## src/rmw_pkg.sv

```systemverilog
/*
 * Constants and types shared by the radio modem mode and wake controller.
 * Assumes a single 25 MHz clock; long counts are re-exposed as top parameters.
 */
`default_nettype none
package rmw_pkg;
  // ****************************************************************
  // timebase
  // ****************************************************************
  localparam int CLK_HZ = 25_000_000;
  localparam int LEAD_TIME_US = 2000;        // wake lead time, 2 ms
  localparam int IDLE_TIME_MS = 1000;        // sleep idle timeout, 1 s
  localparam int MON_PERIOD_MS = 100;        // channel monitor period
  localparam int LEAD_CYC = LEAD_TIME_US * (CLK_HZ / 1_000_000);
  localparam int IDLE_CYC = IDLE_TIME_MS * (CLK_HZ / 1000);
  localparam int MON_CYC = MON_PERIOD_MS * (CLK_HZ / 1000);

  // ****************************************************************
  // configuration frame layout
  // ****************************************************************
  localparam logic [7:0] SYNC_BYTE = 8'haf;
  localparam logic [7:0] ID_BYTE = 8'h00;
  localparam logic [7:0] QUAL_CMD = 8'h80;
  localparam logic [7:0] QUAL_RSP = 8'h00;
  localparam logic [7:0] END_CR = 8'h0d;
  localparam logic [7:0] END_LF = 8'h0a;
  localparam logic [7:0] RSP_LEN_BYTE = 8'h00;
  localparam logic [7:0] CMD_WRITE = 8'h01;
  localparam logic [7:0] CMD_STD = 8'h03;
  localparam logic [7:0] CMD_LP = 8'h04;
  localparam logic [7:0] CMD_SLEEP = 8'h05;
  localparam logic [3:0] POS_ID0 = 4'h2;
  localparam logic [3:0] POS_ID1 = 4'h3;
  localparam logic [3:0] POS_HDR = 4'h4;
  localparam logic [3:0] POS_QUAL = 4'h5;
  localparam logic [3:0] POS_TYPE = 4'h6;
  localparam logic [3:0] POS_LEN = 4'h7;
  localparam logic [3:0] POS_DATA = 4'h8;
  localparam logic [3:0] POS_CS = 4'h8;
  localparam logic [3:0] POS_CR = 4'h9;
  localparam logic [3:0] POS_LAST = 4'ha;
  localparam logic [3:0] POS_TAIL = 4'h9;

  // ****************************************************************
  // serial rate codes
  // ****************************************************************
  localparam logic [2:0] BAUD_MIN = 3'h1;    // 1200 bit/s
  localparam logic [2:0] BAUD_MAX = 3'h7;    // 57600 bit/s
  localparam logic [2:0] BAUD_CFG = 3'h4;    // 9600 bit/s, fixed for config

  // ****************************************************************
  // types
  // ****************************************************************
  typedef enum logic [1:0] {
    MODE_STD = 2'b00,
    MODE_LP = 2'b01,
    MODE_SLEEP = 2'b11
  } rmw_mode_type;

  typedef enum logic [1:0] {
    DLV_IDLE = 2'b00,
    DLV_LEAD = 2'b01,
    DLV_SEND = 2'b11
  } rmw_dlv_type;

  typedef struct packed {
    logic valid;
    logic [7:0] data;
  } rmw_byte_type;
endpackage
`default_nettype wire

```

## src/rmw_ctrl.sv

```systemverilog
/*
 * Mode and wake controller of a transparent serial radio modem.
 * Assumes byte-level UART and radio engines on the same mclk domain.
 */
`default_nettype none
// What this block does
// standard mode relays bytes between host port and radio unchanged.
// standard mode pulls wake pin low a lead time before host-bound data.
// low power mode keeps host port on and samples channel periodically.
// activity in low power mode enables receiver and forwards payload to host.
// low power mode drives wake pin low lead time before delivering data.
// sleep mode keeps host port off, only channel monitor runs.
// sleep mode enables host port when radio activity is detected.
// sleep mode closes port after one idle second, resumes monitoring.
// system must never put both link ends in sleep mode.
// low power and sleep interoperate; neither talks to standard mode.
// host may change operating parameters over serial port.
// configuration traffic runs at fixed 9600 bit/s, no parity; block forces it after the first frame byte, not while END_LF goes out.
// command qualifier 0x80 from host, answer carries 0x00.
// serial rate code 1 to 7 selects 1200 to 57600 bit/s.
// wake pin stays high while no host transfer is pending.
// one timebase for lead and idle; idle restarts on every byte.
module rmw_ctrl import rmw_pkg::*; #(
  parameter int LEAD_CYCLES = LEAD_CYC,
  parameter int IDLE_CYCLES = IDLE_CYC,
  parameter int MON_CYCLES = MON_CYC
) (
  input wire logic mclk,                  // 25 MHz clock
  input wire logic srst,                  // synchronous reset, high
  input wire rmw_byte_type host_rx,       // byte from host uart receiver
  input wire logic host_tx_ready,         // host uart transmitter free
  output rmw_byte_type host_tx,           // byte toward host
  input wire rmw_byte_type radio_rx,      // byte from radio receiver
  output logic radio_rx_ready,            // block can take a radio byte
  output rmw_byte_type radio_tx,          // byte toward radio
  input wire logic chan_active,           // channel_activity_monitor hit
  output logic mon_sample,                // channel_activity_monitor strobe
  output logic rx_enable,                 // receive circuit on
  output logic host_port_en,              // host serial port on
  output logic wake_n,                    // wake indicator, low = pending
  output logic [2:0] baud_code,           // host serial rate code
  output rmw_mode_type mode               // current operating mode
);
  localparam int LW = $clog2(LEAD_CYCLES + 1);
  localparam int IW = $clog2(IDLE_CYCLES + 1);
  localparam int MW = $clog2(MON_CYCLES + 1);

  rmw_mode_type mode_ff;
  rmw_dlv_type dlv_ff, nxt_dlv;
  rmw_byte_type hold_ff, host_tx_ff, radio_tx_ff;
  logic [LW-1:0] lead_cnt_ff;
  logic [IW-1:0] idle_cnt_ff;
  logic [MW-1:0] mon_cnt_ff;
  logic awake_ff, port_en_ff, rx_en_ff, wake_n_ff, rdy_ff, mon_ff;
  logic [3:0] pidx_ff, ridx_ff;
  logic [7:0] type_ff;
  logic [2:0] baud_ff, baud_new_ff, baud_out_ff;
  logic prev_cr_ff, rsp_act_ff;
  logic host_in, take_radio, load_rsp, host_out, traffic, monitoring;
  logic [7:0] rsp_byte;

  assign host_in = host_rx.valid && port_en_ff;
  assign take_radio = radio_rx.valid && rdy_ff;
  assign load_rsp = rsp_act_ff && !take_radio && dlv_ff == DLV_IDLE;
  assign host_out = host_tx_ff.valid && host_tx_ready;
  assign traffic = host_in || host_out || dlv_ff != DLV_IDLE;
  assign monitoring = mode_ff != MODE_STD && !awake_ff;

  // ****************************************************************
  // transparent relay toward the radio
  // ****************************************************************
  // host bytes pass unchanged
  always_ff @(posedge mclk) begin
    if (srst) begin
      radio_tx_ff <= '0;
    end else begin
      radio_tx_ff.valid <= host_in;
      radio_tx_ff.data <= host_rx.data;
    end
  end

  // ****************************************************************
  // delivery toward the host with wake lead
  // ****************************************************************
  // next delivery state; each byte gets its own lead so the host never misses one
  always_comb begin
    nxt_dlv = dlv_ff;
    case (dlv_ff)
      DLV_IDLE: begin
        if (take_radio || load_rsp) begin
          nxt_dlv = DLV_LEAD;
        end
      end
      DLV_LEAD: begin
        if (lead_cnt_ff == LW'(LEAD_CYCLES - 1)) begin
          nxt_dlv = DLV_SEND;
        end
      end
      DLV_SEND: begin
        if (host_out) begin
          nxt_dlv = DLV_IDLE;
        end
      end
      default: nxt_dlv = DLV_IDLE;
    endcase
  end

  // radio payload captured for the host
  always_ff @(posedge mclk) begin
    if (srst) begin
      dlv_ff <= DLV_IDLE;
      hold_ff <= '0;
      rdy_ff <= 1'b0;
    end else begin
      dlv_ff <= nxt_dlv;
      rdy_ff <= nxt_dlv == DLV_IDLE && !(rsp_act_ff && !take_radio);
      if (take_radio) begin
        hold_ff <= '{valid: 1'b1, data: radio_rx.data};
      end else if (load_rsp) begin
        hold_ff <= '{valid: 1'b1, data: rsp_byte};
      end else if (host_out) begin
        hold_ff.valid <= 1'b0;
      end
    end
  end

  // lead time from the shared clock count
  always_ff @(posedge mclk) begin
    if (srst || dlv_ff != DLV_LEAD) begin
      lead_cnt_ff <= '0;
    end else begin
      lead_cnt_ff <= lead_cnt_ff + LW'(1);
    end
  end

  // wake pin low through lead and send
  // same lead in low power mode
  // high whenever nothing is pending
  always_ff @(posedge mclk) begin
    if (srst) begin
      wake_n_ff <= 1'b1;
      host_tx_ff <= '0;
    end else begin
      wake_n_ff <= nxt_dlv == DLV_IDLE;
      host_tx_ff.valid <= nxt_dlv == DLV_SEND;
      host_tx_ff.data <= hold_ff.data;
    end
  end

  // ****************************************************************
  // channel monitor, wake and idle timeout
  // ****************************************************************
  // periodic channel sampling while not awake
  always_ff @(posedge mclk) begin
    if (srst || !monitoring) begin
      mon_cnt_ff <= '0;
      mon_ff <= 1'b0;
    end else begin
      mon_ff <= mon_cnt_ff == MW'(MON_CYCLES - 1);
      mon_cnt_ff <= (mon_cnt_ff == MW'(MON_CYCLES - 1)) ? '0 : mon_cnt_ff + MW'(1);
    end
  end

  // activity opens the port
  // idle second closes it again
  // idle count restarts on every byte
  always_ff @(posedge mclk) begin
    if (srst || mode_ff == MODE_STD) begin
      awake_ff <= 1'b0;
      idle_cnt_ff <= '0;
    end else if (monitoring) begin
      awake_ff <= chan_active;
      idle_cnt_ff <= '0;
    end else if (traffic || rsp_act_ff) begin
      idle_cnt_ff <= '0;
    end else if (idle_cnt_ff == IW'(IDLE_CYCLES - 1)) begin
      awake_ff <= 1'b0;
      idle_cnt_ff <= '0;
    end else begin
      idle_cnt_ff <= idle_cnt_ff + IW'(1);
    end
  end

  // low power keeps port on
  // sleep keeps port off until woken
  always_ff @(posedge mclk) begin
    if (srst) begin
      port_en_ff <= 1'b1;
      rx_en_ff <= 1'b1;
    end else begin
      port_en_ff <= mode_ff != MODE_SLEEP || awake_ff;
      rx_en_ff <= mode_ff == MODE_STD || awake_ff;
    end
  end

  // ****************************************************************
  // configuration frames from the host
  // ****************************************************************
  // frame parser; a mismatch restarts the hunt for the sync byte
  // qualifier must be the command value
  always_ff @(posedge mclk) begin
    if (srst) begin
      pidx_ff <= '0;
      type_ff <= '0;
      baud_new_ff <= BAUD_CFG;
      prev_cr_ff <= 1'b0;
    end else if (host_in) begin
      prev_cr_ff <= host_rx.data == END_CR;
      case (pidx_ff)
        4'h0, 4'h1, POS_HDR: begin
          pidx_ff <= (host_rx.data == SYNC_BYTE) ? pidx_ff + 4'h1 : 4'h0;
        end
        POS_ID0, POS_ID1: begin
          pidx_ff <= (host_rx.data == ID_BYTE) ? pidx_ff + 4'h1 : 4'h0;
        end
        POS_QUAL: begin
          pidx_ff <= (host_rx.data == QUAL_CMD) ? POS_TYPE : 4'h0;
        end
        POS_TYPE: begin
          type_ff <= host_rx.data;
          pidx_ff <= POS_LEN;
        end
        POS_LEN: pidx_ff <= POS_DATA;
        POS_DATA: begin
          baud_new_ff <= host_rx.data[2:0];
          pidx_ff <= POS_TAIL;
        end
        default: begin
          if (prev_cr_ff && host_rx.data == END_LF) begin
            pidx_ff <= '0;
          end
        end
      endcase
    end
  end

  // only codes 1 to 7 are accepted
  // a closed frame applies mode or rate and starts the answer
  always_ff @(posedge mclk) begin
    if (srst) begin
      mode_ff <= MODE_STD;
      baud_ff <= BAUD_CFG;
      rsp_act_ff <= 1'b0;
    end else if (host_in && pidx_ff == POS_TAIL && prev_cr_ff && host_rx.data == END_LF) begin
      rsp_act_ff <= 1'b1;
      case (type_ff)
        CMD_STD: mode_ff <= MODE_STD;
        CMD_LP: mode_ff <= MODE_LP;
        CMD_SLEEP: mode_ff <= MODE_SLEEP;
        CMD_WRITE: begin
          if (baud_new_ff >= BAUD_MIN && baud_new_ff <= BAUD_MAX) begin
            baud_ff <= baud_new_ff;
          end
        end
        default: mode_ff <= mode_ff;
      endcase
    end else if (load_rsp && ridx_ff == POS_LAST) begin
      rsp_act_ff <= 1'b0;
    end
  end

  // answer byte counter advances as each byte enters delivery
  always_ff @(posedge mclk) begin
    if (srst || !rsp_act_ff) begin
      ridx_ff <= '0;
    end else if (load_rsp) begin
      ridx_ff <= ridx_ff + 4'h1;
    end
  end

  // answer frame with zero qualifier; checksum is the type byte
  always_comb begin
    case (ridx_ff)
      POS_ID0, POS_ID1: rsp_byte = ID_BYTE;
      POS_QUAL: rsp_byte = QUAL_RSP;
      POS_TYPE, POS_CS: rsp_byte = type_ff;
      POS_LEN: rsp_byte = RSP_LEN_BYTE;
      POS_CR: rsp_byte = END_CR;
      POS_LAST: rsp_byte = END_LF;
      default: rsp_byte = SYNC_BYTE;
    endcase
  end

  // fixed config rate after the first frame byte until the answer's END_LF enters delivery
  always_ff @(posedge mclk) begin
    if (srst) begin
      baud_out_ff <= BAUD_CFG;
    end else begin
      baud_out_ff <= (pidx_ff != '0 || rsp_act_ff) ? BAUD_CFG : baud_ff;
    end
  end

  assign host_tx = host_tx_ff;
  assign radio_tx = radio_tx_ff;
  assign radio_rx_ready = rdy_ff;
  assign mon_sample = mon_ff;
  assign rx_enable = rx_en_ff;
  assign host_port_en = port_en_ff;
  assign wake_n = wake_n_ff;
  assign baud_code = baud_out_ff;
  assign mode = mode_ff;

  // helper: cycles the wake pin has been low, saturates just past the lead
  logic [LW:0] low_cnt_ff;
  always_ff @(posedge mclk) begin
    if (srst || wake_n_ff) begin
      low_cnt_ff <= '0;
    end else if (low_cnt_ff <= (LW+1)'(LEAD_CYCLES)) begin
      low_cnt_ff <= low_cnt_ff + (LW+1)'(1);
    end
  end
endmodule
`default_nettype wire

```

## config.mk

```make
export PLATFORM = sky130hd
export DESIGN_NAME = rmw_ctrl
export DESIGN_NICKNAME = d
export VERILOG_FILES = /design/src/rmw_pkg.sv /design/src/rmw_ctrl.sv
export SDC_FILE = /design/constraint.sdc
export NUM_CORES = 1
export LEC_CHECK = 0
export ABC_AREA = 1
export ABC_CLOCK_PERIOD_IN_PS = 1720
export BUFFER_PORTS_ARGS = -buffer_cell sky130_fd_sc_hd__buf_2
export CAP_MARGIN = 25
export CORE_MARGIN = 2
export CORE_UTILIZATION = 45
export CTS_CLUSTER_SIZE = 14
export DETAILED_ROUTE_END_ITERATION = 6
export GPL_TIMING_DRIVEN = 0
export PLACE_DENSITY = 0.62
export SYNTH_ARGS = -nofsm -noshare
export SYNTH_HDL_FRONTEND = slang
export SYNTH_SLANG_ARGS = --single-unit
```

## constraint.sdc

```tcl
create_clock -name mclk -period 1.72 [get_ports mclk]
set_clock_uncertainty 0.15 [all_clocks]
set_input_delay 0.086 -clock mclk [delete_from_list [all_inputs] [get_ports mclk]]
set_output_delay 0.086 -clock mclk [all_outputs]
set_load 0.01 [all_outputs]
```

# --- Word-level counts from Yosys, hierarchy flattened ---
# Index checks and enable logic that the tools add are counted.
totals:
  out_inout_bits: 28
  register_bits: 126
  elab_cells: 138
  inputBits: 22
classes:
  addsub: 5
  reduce_logical: 55
  mux: 18
  n_lt_le_gt_ge: 2
  n_eq_ne: 34
op_table:
  columns: ["operator", "count"]
  rows:
  - ["$pmux W8 S4", 1]
  - ["$eq A4 B3 Y1 const B", 7]
  - ["$add A25 B1 Y25 const B", 1]
  - ["$eq A25 B25 Y1 const B", 1]
  - ["$pmux W4 S6", 1]
  - ["$add A22 B1 Y22 const B", 1]
  - ["$eq A22 B22 Y1 const B", 1]
  - ["$eq A4 B4 Y1 const B", 5]
  - ["$add A16 B1 Y16 const B", 1]
  - ["$eq A16 B16 Y1 const B", 1]
  - ["$eq A4 B2 Y1 const B", 4]
  - ["$eq A8 B3 Y1 const B", 2]
  - ["$eq A8 B4 Y1 const B", 2]
  - ["$eq A8 B8 Y1 const B", 2]
  - ["$mux W8", 2]
  - ["$logic_and A1 B1 Y1", 13]
  - ["$mux W4", 3]
  - ["$pmux W2 S3", 2]
  - ["$logic_or A1 B1 Y1", 11]
  - ["$reduce_and A2 Y1", 5]
  - ["$reduce_bool A2 Y1", 5]
  - ["$add A4 B1 Y4 const B", 2]
  - ["$eq A8 B1 Y1 const B", 1]
  - ["$eq A8 B2 Y1 const B", 1]
  - ["21 further kinds", 39]

# --- Longest topological paths before layout ---
# Gate-level depths: netlist of run 1.
logic_depth:
  depth_word: 9
  ltp_mapped: 11
  depth_no_buf: 11

# --- Least setup slack after synthesis of run 1 ---
# No wires, ideal clock.
synth_path:
  kind: "reg2reg"
  from: "register mon_cnt_ff[0]"
  to: "register mon_cnt_ff[20]"
  stages_incl_launch_ff: 10
  arrival_time_ns: 1.349
  path_slack_ns: 0.104
  path_buffers: 1
  setup_time_ns: 0.117
  required_ns: 1.453
  path_cell_list: "dfxtp_1 ha_1 nand2_1 inv_1 nand2_1 nor2_1 nand3_1 nand2_1 buf_2 nor2_1"
synth_between:
  elab_chain_len: 2
synth_rtl:
  columns: ["item", "line_no", "source"]
  rows:
  - ["start, declared", "rmw_ctrl.sv:53", "logic [MW-1:0] mon_cnt_ff;"]
  - ["start signal, assigned", "rmw_ctrl.sv:160", "mon_cnt_ff <= (mon_cnt_ff == MW'(MON_CYCLES - 1)) ? '0 : mon_cnt_ff + MW'(1);"]
  - ["branches (longest 2 deep; another with $add A22 B1 Y22)", null, null]
# Several ways; the timed one is not identified.
# A chain may end at the register's enable or synchronous reset.

# --- Final worst setup path of run 1 ---
layout_path:
  from: "register idle_cnt_ff[1]"
  to: "register idle_cnt_ff[10]"
layout_between:
  elab_chain_len: 2
layout_rtl:
  columns: ["item", "line_no", "source"]
  rows:
  - ["start, declared", "rmw_ctrl.sv:52", "logic [IW-1:0] idle_cnt_ff;"]
  - ["start signal, assigned", "rmw_ctrl.sv:180", "idle_cnt_ff <= idle_cnt_ff + IW'(1);"]
  - ["branches (longest 2 deep; another with $add A25 B1 Y25)", null, null]
# Several ways; the timed one is not identified.

==> results of run 1 <==
==> per-stage QoR <==
| stage | setup TNS, ns | area (sq um) |
|---|---|---|
| after floorplan | 0 | 5940 |
| after global placement | -5.43 | 6390 |
| after detailed placement | -6.43 | 6390 |
| after CTS | 0 | 7290 |
| after global routing | -1.88 | 7570 |
| final | -0.0718 | 7570 |
==> power by group through the flow <==
stage / logic, W / clock network [W] / registers [W]
floorplan: 0.000102 / 0 / 0.00305
global placement: 0.000206 / 0 / 0.00304
detailed placement: 0.000205 / 0 / 0.00304
CTS: 0.000241 / 0.00346 / 0.00298
global route: 0.000273 / 0.00361 / 0.00298
finish: 0.000243 / 0.00340 / 0.00297
==> cell type report <==
cell class / instances / area share
multi-input cells: 577 / 0.413
flip-flops and latches: 126 / 0.337
repair buffers: 86 / 0.0800
clock buffers: 21 / 0.0608
inverters: 113 / 0.0565
well taps: 172 / 0.0284
clock inverters: 8 / 0.0122
plain buffers: 12 / 0.0121
==> final timing paths <==
kind / start / to / slack, ns / cells past startpoint
hold / removal: radio_rx[8] / hold_ff[6]$_SDFFE_PP0P_ / -0.0003 / 5
setup / recovery: idle_cnt_ff[1]$_SDFF_PP0_ / idle_cnt_ff[10]$_SDFF_PP0_ / -0.02 / 9
hold reg to reg: hold_ff[1]$_SDFFE_PP0P_ / host_tx[1]$_SDFF_PP0_ / 0.27 / 2
setup reg to reg: idle_cnt_ff[1]$_SDFF_PP0_ / idle_cnt_ff[10]$_SDFF_PP0_ / -0.02 / 9
==> cells in the final DEF (no fill, tap or decap), types with 14 or more instances in the layout <==
cell	synthesis	layout
o21ai_0	28	26
dlygate4sd3_1	0	19
dfxtp_2	0	14
nor2_1	144	126
nor3_1	20	20
buf_2	3	49
nand2_1	158	148
xor2_1	19	18
a21oi_1	45	45
nor2_2	9	20
inv_1	107	102
nand3_1	56	49
nand4_1	24	24
buf_4	1	14
dfxtp_1	126	109
clkbuf_16	0	18
==> registers in the layout, indices dropped and copies added (netlist names), 2 cells and up <==
signal,flops
idle_cnt_ff,25
mon_cnt_ff,22
lead_cnt_ff,16
host_tx,9
radio_tx,9
hold_ff,8
type_ff,8
pidx_ff,4
ridx_ff,4
baud_code,3
baud_ff,3
baud_new_ff,3
dlv_ff,2
mode,2
==> timing repair <==
item,CTS,global route
hold buffers,19,0
endpoints found under the hold margin,42,0
pin swaps,5,14
gates cloned,2,2
endpoints found under the setup margin,54,75
buffers inserted,6,9
resized for setup,26,69
==> cells by family after synthesis <==
| family | Yosys count | synth area share |
|---|---|---|
| AND/OR/NAND/NOR | 444 | 0.337 |
| AO/OA/AOI/OAI | 100 | 0.0980 |
| XOR/XNOR | 22 | 0.0324 |
| adder cells (fa/ha/maj) | 11 | 0.0232 |
| buffers and inverters | 125 | 0.0843 |
| flip-flops | 126 | 0.425 |
==> synthesized netlist by cell type (3+ instances only) <==
master	n	area, sq um
a211oi_1	3	22.5
a21oi_1	45	225
a21oi_2	9	78.8
buf_2	3	15.0
buf_6	3	33.8
clkbuf_1	5	18.8
dfxtp_1	126	2520
ha_1	11	138
inv_1	107	402
inv_2	5	18.8
nand2_1	158	593
nand2_2	5	31.3
nand3_1	56	280
nand3b_1	7	52.6
nand4_1	24	150
nor2_1	144	541
nor2_2	9	56.3
nor3_1	20	100
nor3_2	3	30.0
o211ai_1	3	22.5
o21ai_0	28	140
o21ai_1	4	20.0
or2_2	3	18.8
xnor2_1	3	26.3
xor2_1	19	166
==> worst max-delay path: cells and delay by family (launching register included) <==
| kind | cells | cell delay, ns |
|---|---|---|
| fa+ha+maj | 1 | 0.16 |
| compound gates | 2 | 0.30 |
| flops | 1 | 0.36 |
| simple gates | 3 | 0.31 |
| buf+inv | 3 | 0.35 |
==> layer usage <==
metal  GRT usage  vias to the layer above  routed length, um
met2       0.342                      125               6960
li1            -                     2867                  -
met1       0.263                     2567               6770
met3      0.0589                       25                624
met4      0.0811                        0                233
met5           0                        -                  0
==> impl_results.md, run 1 <==
* Final Critical Period at about 1.7 ns
* Largest net degree at the start of global routing at 17
* Core Area at ~13000 sq um
* Detail Route Antenna Nets at 0
* Syn Nets at ~860
* H-Tree Depth at 4
* GRT overflow at 0
* Remaining DRCs at 0
* # fillers at approximately 1200
* Site Rows at ~40
* TritonCTS clock tree: yes
* Seq cells post-synth at approximately 130
* N_diodes at 0
* Worst slack at placement at -0.249 ns
* Int Pwr at around 0.0052 W
* First-pass GRT wire length at between 20000 and 25000 um
* Final setup fails at 7
* Setup crit end kind: flop
* IO Count at 50
* Die Height at between 100 and 150 um
* DIE AREA at between 10000 and 15000 sq um
* Fin. max-slew vios at 0
* Final WL at 14600 um
* Layout area overhead at 27.5%
* Total Routing Usage GR at 0.210
* Fin. Hold Viols at 1
* P_leak at ~3 nW
* Run status: finished with violations
* Final nets at 966
* Area of the multi-input gates at between 3000 and 4000 sq um
* Ys flop type: dfxtp_1
* CP max stage cell: dfxtp_2
* Vias at 5584
* Sequential fraction of the synthesis area at 0.425
* Slew margin rel. at 0.624
* FMAX at around 580 MHz
* Clk sinks at 126
* # placed instances at ~1000
* Final cycle utilization of the critical path at 1.01
* Logic pwr share at 0.037
* Die W at about 120 um
* VDD IR max at 0.000690 V
* HP Class: in2reg
* Vias in the first global route at ~5200
* Final Non-Filler Cells at between 1000 and 1500
* Layout cell share with drive strength beyond 1 at 0.221
* Pwr dens at a little under 900 nW/um^2
* Clock Power Share at 0.514
* Cells along the critical path: ha_4 -> nand2_4 -> inv_4 -> nand3b_4 -> nor2_4 -> inv_2 -> o21ai_4 -> clkbuf_16 -> a21oi_2
* Arrival time at the worst endpoint at between 1.5 and 2 ns
* Clock Tree Root: clkbuf_16
* Hold slack at -0.000338 ns
* Sw Share at 0.210
* Initial antenna violation count at 0
* Clock-pin slew on the worst setup and hold paths at around 0.050 ns
* TritonRoute pass-1 iters at 5
* GP Congestion at around 0.91
* Crit Path Class: reg2reg
* Worst setup slack after layout at -0.0170 ns
* Flop pwr share at 0.450
* Register area at about 2600 sq um
* Synth unique cells at 45
* Initial cell density of the core at 0.465
* Setup repair after global routing missed its margin: yes
* CP max stage delay at about 0.36 ns
* Slew @ Worst Pin at between 0.5 and 0.6 ns
* 1st-iter DRT viols at between 400 and 500
* Tot Pwr at between 0.006 and 0.007 W
* Synth async-reset ratio at 0
* Avg Inst Size Synth at 7.17 sq um
* CP startpoint kind: flop
* Failing checks: hold timing, setup timing
* Post-Syn Area at 5940 sq um
* Max-cap violations at 0
* Critical path data required time at 1.87 ns
* Core Util, Final at 0.593
* Clk_lat worst skew at 0.42 ns
* Syn Inst Count at about 830
* Wire length per cell at 13.1 um
* EDFF count, synth at 0
* Cts bufs inserted at 17
* Post-DP HPWL at ~10000 um
* Worst-path fanout max at 5
* I/O Buffers at 48
* Vias per Instance at approximately 5.0
* Net Sw Power at 0.00139 W
* Clk buf depth at 2
* Synth warn at 0
Power figures use the tool's default switching activity.
==> run 2, diff against run 1 <==
SKIP_CTS_REPAIR_TIMING = 1   (was unset)
==> run 2 against run 1 <==
The run ends with hold timing left; routed wire length is 0.16% lower; first-iteration DRC count increased by 15%; via count increased by 0.32%; core utilization barely moved; maximum frequency grew 1.8%; hold slack about the same; clock-buffer cell count did not move; clock power is essentially flat; worst setup slack improved by 0.031 ns; non-clock buffer count decreased by 4; critical endpoint unchanged; largest cell class unchanged; largest power group unchanged.
==> impl_results.md, run 2 (same netlist as run 1, synthesis figures left out) <==
* Clk sinks at 126 (unchanged)
* Top reg by flops: idle_cnt_ff
* N_diodes at 0 (unchanged)
* Min-Delay Path Depth at 6 (+1)
* Initial antenna violation count at 0 (unchanged)
* Vias per Instance at 5.04 (+0.68%)
* GP Congestion at 0.912 (unchanged)
* Total Routing Usage GR at 0.203 (-0.00744)
* HP Class: in2reg
* Setup repair after global routing missed its margin: yes
* TritonCTS clock tree: yes
* R2r setup slk at 0.01 ns (+0.03 ns)
* Remaining DRCs at 0 (unchanged)
* Largest net degree at the start of global routing at 17 (unchanged)
* Wire length per cell at 13.1 um (+0.19%)
* Clk_lat worst skew at 0.42 ns (about the same)
* Final setup fails at 0 (-7)
* Crit path buffers/inverters at 3 (unchanged)
* Hold slack at -0.000671 ns (-0.000333 ns)
* Min-Delay Endpoint: hold_ff[4]$_SDFFE_PP0P_
* FMAX at 586 MHz (+1.8%)
* DIE AREA at 14100 sq um (unchanged)
* Run status: finished with violations
* VDD IR max at 0.000692 V (+0.18%)
* Slew margin rel. at 0.608 (-0.0163)
* Vias in the first global route at 5053 (-3.3%)
* Setup crit end kind: flop
* I/O Buffers at 48 (unchanged)
* IO Count at 50 (unchanged)
* Final nets at 962 (-0.41%)
* Fin. Hold Viols at 1 (unchanged)
* Pwr dens at 873 nW/um^2 (about the same)
* Crit Path Class: reg2reg
* Worst Min Path Start: radio_rx[8]
* GRT overflow at 0 (unchanged)
* TritonRoute pass-1 iters at 5 (unchanged)
* Commonest non-fill, non-tap cell in the layout: nand2_1
* Final WL at 14600 um (-0.16%)
* H-Tree Depth at 4 (unchanged)
* Layout cell share with drive strength beyond 1 at 0.223 (+0.00200)
* Largest register FFs at 25 (unchanged)
* CP delay by family, top: flip-flops
* Vias at 5602 (+0.32%)
* Final cycle utilization of the critical path at 0.992 (-0.0178)
* Clock-pin slew on the worst setup and hold paths at 0.05 ns (about the same)
* Cells along the critical path: ha_4 -> nand2_4 -> inv_4 -> nand3b_4 -> nor2_4 -> inv_2 -> o21ai_4 -> clkbuf_16 -> a21oi_2
* Cts bufs inserted at 17 (unchanged)
* R2R Path End: idle_cnt_ff[10]$_SDFF_PP0_
* Critical path data required time at 1.87 ns (about the same)
* Worst-path fanout max at 6 (+1)
* Tot Pwr at 0.00661 W (about the same)
* Die Height at 119 um (unchanged)
* Failing checks: hold timing
* P_leak at 2.98 nW (-0.36%)
* Clk buf depth at 2 (unchanged)
* CP max stage delay at 0.36 ns (about the same)
* Slew @ Worst Pin at 0.588 ns (+0.0245 ns)
* First-pass GRT wire length at 23100 um (-3.4%)
* CP startpoint kind: flop
* Final Critical Period at 1.71 ns (-0.0306 ns)
* Initial cell density of the core at 0.465 (unchanged)
* Worst R2R Path Depth at 9 (unchanged)
* Die W at 119 um (unchanged)
* Clock Tree Root: clkbuf_16
* Core Area at 12800 sq um (unchanged)
* Detail Route Antenna Nets at 0 (unchanged)
* Arrival time at the worst endpoint at 1.86 ns (-0.03 ns)
* Fin. max-slew vios at 0 (unchanged)
* Layout area overhead at 27.5% (about the same)
* Most frequent cells in the layout: nand2_1, nor2_1, dfxtp_1
* Site Rows at 41 (unchanged)
* 1st-iter DRT viols at 540 (+15%)
* Biggest regs: idle_cnt_ff x25, mon_cnt_ff x22, lead_cnt_ff x16
* CP max stage cell: dfxtp_2
* Max-cap violations at 0 (unchanged)
* Reg2reg start: idle_cnt_ff[1]$_SDFF_PP0_
* Post-DP HPWL at 10200 um (unchanged)
* Total Neg Setup Slack at 0 ns (+0.0718 ns)
run 2: cell types whose count changed in the layout (fill, tap and decap cells not counted), moves of 2 or more:
| cell | delta |
|---|---|
| buf_6 | -5 |
| buf_8 | +2 |
| dfxtp_1 | -3 |
| dfxtp_4 | +2 |
| nor2_2 | -3 |
| nor2_4 | +2 |
run 2: worst max-delay path by stage:
stage                                   start                          to  slack (ns)  cells past startpoint
floorplan            mon_cnt_ff[0]$_SDFF_PP0_   mon_cnt_ff[20]$_SDFF_PP0_        0.10                      9
global placement     mon_cnt_ff[0]$_SDFF_PP0_   mon_cnt_ff[20]$_SDFF_PP0_       -0.25                      9
detailed placement   mon_cnt_ff[0]$_SDFF_PP0_   mon_cnt_ff[20]$_SDFF_PP0_       -0.25                      9
CTS                  mon_cnt_ff[0]$_SDFF_PP0_   mon_cnt_ff[20]$_SDFF_PP0_       -0.27                      9
global route        idle_cnt_ff[1]$_SDFF_PP0_  idle_cnt_ff[12]$_SDFF_PP0_       -0.07                      9
finish              idle_cnt_ff[1]$_SDFF_PP0_  idle_cnt_ff[10]$_SDFF_PP0_        0.01                      9
run 2: layer usage:
layer  global-route usage  vias up  routed length (um)
li1                     -     2863                   -
met1                0.259     2567                6740
met2                0.324      142                6850
met3               0.0580       30                 687
met4               0.0781        0                 289
met5                    0        -                   0
run 2: cell type report:
class	instances	area [sq um]
Buffer	12	98.8
Clock buffer	21	460
Clock inverter	8	92.6
Fill cell	1172	5200
Inverter	113	428
Multi-Input combinational cell	577	3160
Sequential cell	126	2560
Tap cell	172	215
Timing Repair Buffer	82	564
run 2: tightest hold or removal path, cell delays in order:
cell and delay, ns:
buf_2 0.08, nand2_2 0.09, nand3_1 0.09, nand3_1 0.06, o211ai_1 0.08, inv_1 0.04
run 2: power by group:
part	switching [W]	total [W]	internal, W
combinational	0.000146	0.000246	0.000100
clock	0.00123	0.00339	0.00216
sequential	0.0000156	0.00297	0.00296
total	0.00139	0.00661	0.00522
run 2: per-stage QoR:
| stage | worst slack, ns | hold WS, ns | area, sq um | std cells | util |
|---|---|---|---|---|---|
| final | 0.0136 | -0.000671 | 7570 | 1111 | 0.593 |
| after floorplan | 0.104 | 0.0526 | 5940 | 828 | - |
| after global placement | -0.252 | 0.197 | 6390 | 1048 | 0.501 |
| after detailed placement | -0.249 | 0.193 | 6390 | 1048 | 0.501 |
| after global routing | -0.0749 | 0.0360 | 7570 | 1111 | 0.593 |
| after CTS | -0.266 | -0.248 | 6950 | 1077 | 0.544 |
==> run 3, diff against run 2 <==
RECOVER_POWER = 25   (was unset)
TNS_END_PERCENT = 30   (was unset)
==> run 3 against run 2 <==
The flow still finishes with violations (hold timing); worst setup slack better by 0.015 ns; die area stayed put; critical path depth is 2 lower; clock power hardly changed; clock-buffer cell count stayed put; combinational power is 4% lower; core utilization is 0.88 points lower; sequential power hardly changed; routed wire length is 0.62% lower; via count is 0.66% lower; total power hardly changed; critical path type unchanged; critical endpoint unchanged; largest cell class unchanged; largest power group unchanged.
==> impl_results.md, run 3 (same netlist as run 1, synthesis figures left out) <==
* Max-cap violations at 0 (unchanged)
* Die W at 119 um (unchanged)
* Most frequent cells in the layout: nand2_1, nor2_1, dfxtp_1
* Setup repair after global routing missed its margin: yes
* P_leak at 2.86 nW (-4.0%)
* Reg2reg start: idle_cnt_ff[9]$_SDFF_PP0_
* R2r setup slk at 0.03 ns (about the same)
* Detail Route Antenna Nets at 0 (unchanged)
* GP Congestion at 0.912 (unchanged)
* VDD IR max at 0.000695 V (+0.43%)
* FMAX at 591 MHz (+0.88%)
* Layout cell share with drive strength beyond 1 at 0.176 (-0.0465)
* Final Non-Filler Cells at 1109 (-0.18%)
* Final nets at 960 (-0.21%)
* Biggest regs: idle_cnt_ff x25, mon_cnt_ff x22, lead_cnt_ff x16
* Fin. Hold Viols at 2 (+1)
* Slew @ Worst Pin at 0.567 ns (-0.0210 ns)
* Sw Share at 0.212 (+0.00137)
* Worst-path fanout max at 6 (unchanged)
* Start point of the critical path: idle_cnt_ff[9]$_SDFF_PP0_
* Stages on the worst setup path at 7 (-2)
* Run status: finished with violations
* Vias at 5565 (-0.66%)
* # placed instances at 1048 (unchanged)
* Logic pwr share at 0.036 (about the same)
* Routed met1 length at 6710 um (-0.37%)
* Net Sw Power at 0.00140 W (+0.70%)
* Cts bufs inserted at 17 (unchanged)
* Worst R2R Path Depth at 7 (-2)
* Area post-placement at 6390 sq um (unchanged)
* CP delay by family, top: simple AND/OR/NAND/NOR gates
* Core Area at 12800 sq um (unchanged)
* Site Rows at 41 (unchanged)
* DR top layer: met4
* Final cycle utilization of the critical path at 0.983 (-0.00865)
* Arrival time at the worst endpoint at 1.85 ns (about the same)
* Area of the multi-input gates at 3090 sq um (-1.9%)
* R2R Path End: idle_cnt_ff[10]$_SDFF_PP0_
* Final setup fails at 0 (unchanged)
* Setup crit end kind: flop
* Worst Min Path Start: radio_rx[8]
* Final WL at 14500 um (-0.62%)
* Total Routing Usage GR at 0.203 (unchanged)
* Tot Pwr at 0.00661 W (about the same)
* Wire length per cell at 13.0 um (-0.45%)
* DIE AREA at 14100 sq um (unchanged)
* Crit Path Class: reg2reg
* Top reg by flops: idle_cnt_ff
* CP max stage delay at 0.37 ns (about the same)
* Initial antenna violation count at 0 (unchanged)
* Failing checks: hold timing
* Die Height at 119 um (unchanged)
* Clock Power Share at 0.515 (+0.002)
* CP startpoint kind: flop
* Fin. max-slew vios at 0 (unchanged)
* Post-DP HPWL at 10200 um (unchanged)
* Pwr dens at 886 nW/um^2 (+1.6%)
* CP max stage cell: dfxtp_1
* Clk sinks at 126 (unchanged)
* Slew margin rel. at 0.622 (+0.0140)
* Clk_lat worst skew at 0.42 ns (about the same)
* Initial cell density of the core at 0.465 (unchanged)
* Largest net degree at the start of global routing at 17 (unchanged)
* Layout area overhead at 25.6%
* Routed wl met2 at 6870 um (+0.32%)
* I/O Buffers at 48 (unchanged)
* H-Tree Depth at 4 (unchanged)
* Register area at 2550 sq um (-0.20%)
* Critical path data required time at 1.88 ns (about the same)
* Clock Tree Root: clkbuf_16
* Clock-pin slew on the worst setup and hold paths at 0.05 ns (about the same)
* Remaining DRCs at 0 (unchanged)
* First-pass GRT wire length at 23100 um (unchanged)
* Cells along the critical path: inv_2 -> nand3_1 -> nor2_2 -> nand3b_4 -> o21ai_4 -> clkbuf_16 -> a21oi_2
* Final Critical Period at 1.69 ns (-0.0149 ns)
* Crit path buffers/inverters at 2 (-1)
* Crit path to: idle_cnt_ff[10]$_SDFF_PP0_
* TritonCTS clock tree: yes
* Commonest non-fill, non-tap cell in the layout: nand2_1
* Vias per Instance at 5.02 (-0.48%)
* IO Count at 50 (unchanged)
* Flop pwr share at 0.449 (about the same)
* N_diodes at 0 (unchanged)
* Int Pwr at 0.00521 W (-0.13%)
* Metal3 WL at 651 um (-5.2%)
* 1st-iter DRT viols at 496 (-8.1%)
* GRT overflow at 0 (unchanged)
* Vias in the first global route at 5053 (unchanged)
* HP Class: in2reg
* Largest register FFs at 25 (unchanged)
* # fillers at 1202 (+2.6%)
* Hold slack at -0.00136 ns (-0.000689 ns)
* TritonRoute pass-1 iters at 5 (unchanged)
* Clk buf depth at 2 (unchanged)
* Post-route design area at 7460 sq um (-1.5%)
## run 3: area by class of cell
class | instances | area share
Inverter | 113 | 0.0573
Tap cell | 172 | 0.0288
Sequential cell | 126 | 0.342
Clock inverter | 8 | 0.0124
Buffer | 12 | 0.0132
Multi-Input combinational cell | 577 | 0.415
Timing Repair Buffer | 80 | 0.0694
Clock buffer | 21 | 0.0617
## run 3: power groups by stage
stage / logic, W / clock network (W) / registers [W]
5_1_grt: 0.000267 / 0.00361 / 0.00297
3_3_place_gp: 0.000206 / 0 / 0.00304
6_report: 0.000237 / 0.00340 / 0.00297
3_5_place_dp: 0.000205 / 0 / 0.00304
4_1_cts: 0.000207 / 0.00346 / 0.00298
2_1_floorplan: 0.000102 / 0 / 0.00305
## run 3: worst reg2reg max path, delay by kind of cell (launching register included)
| family | cells | cell delay, ns |
|---|---|---|
| flip-flops | 1 | 0.37 |
| buffers and inverters | 2 | 0.34 |
| AND/OR/NAND/NOR | 3 | 0.40 |
| AO/OA/AOI/OAI | 2 | 0.32 |
## run 3: per-stage QoR
| stage | utilization | setup WS (ns) | setup TNS (ns) |
|---|---|---|---|
| after floorplan | - | 0.104 | 0 |
| after global placement | 0.501 | -0.252 | -5.43 |
| after detailed placement | 0.501 | -0.249 | -6.43 |
| after CTS | 0.544 | -0.266 | -7.33 |
| after global routing | 0.584 | -0.0695 | -0.706 |
| final | 0.584 | 0.0285 | 0 |
## run 3: how the worst min path moves through the flow
| stage | to | slack (ns) | cells past startpoint |
|---|---|---|---|
| 4_1_cts | host_tx[3]$_SDFF_PP0_ | -0.25 | 2 |
| 6_report | hold_ff[6]$_SDFFE_PP0P_ | -0.001 | 5 |
| 3_3_place_gp | host_tx[3]$_SDFF_PP0_ | 0.20 | 2 |
| 3_5_place_dp | host_tx[3]$_SDFF_PP0_ | 0.19 | 2 |
| 5_1_grt | hold_ff[4]$_SDFFE_PP0P_ | 0.04 | 6 |
| 2_1_floorplan | radio_tx[0]$_SDFF_PP0_ | 0.05 | 2 |
## run 3: metal layers
layer / vias up / GRT usage
met1: 2560 / 0.259
li1: 2847 / -
met4: 0 / 0.0781
met3: 23 / 0.0580
met2: 135 / 0.324
met5: - / 0
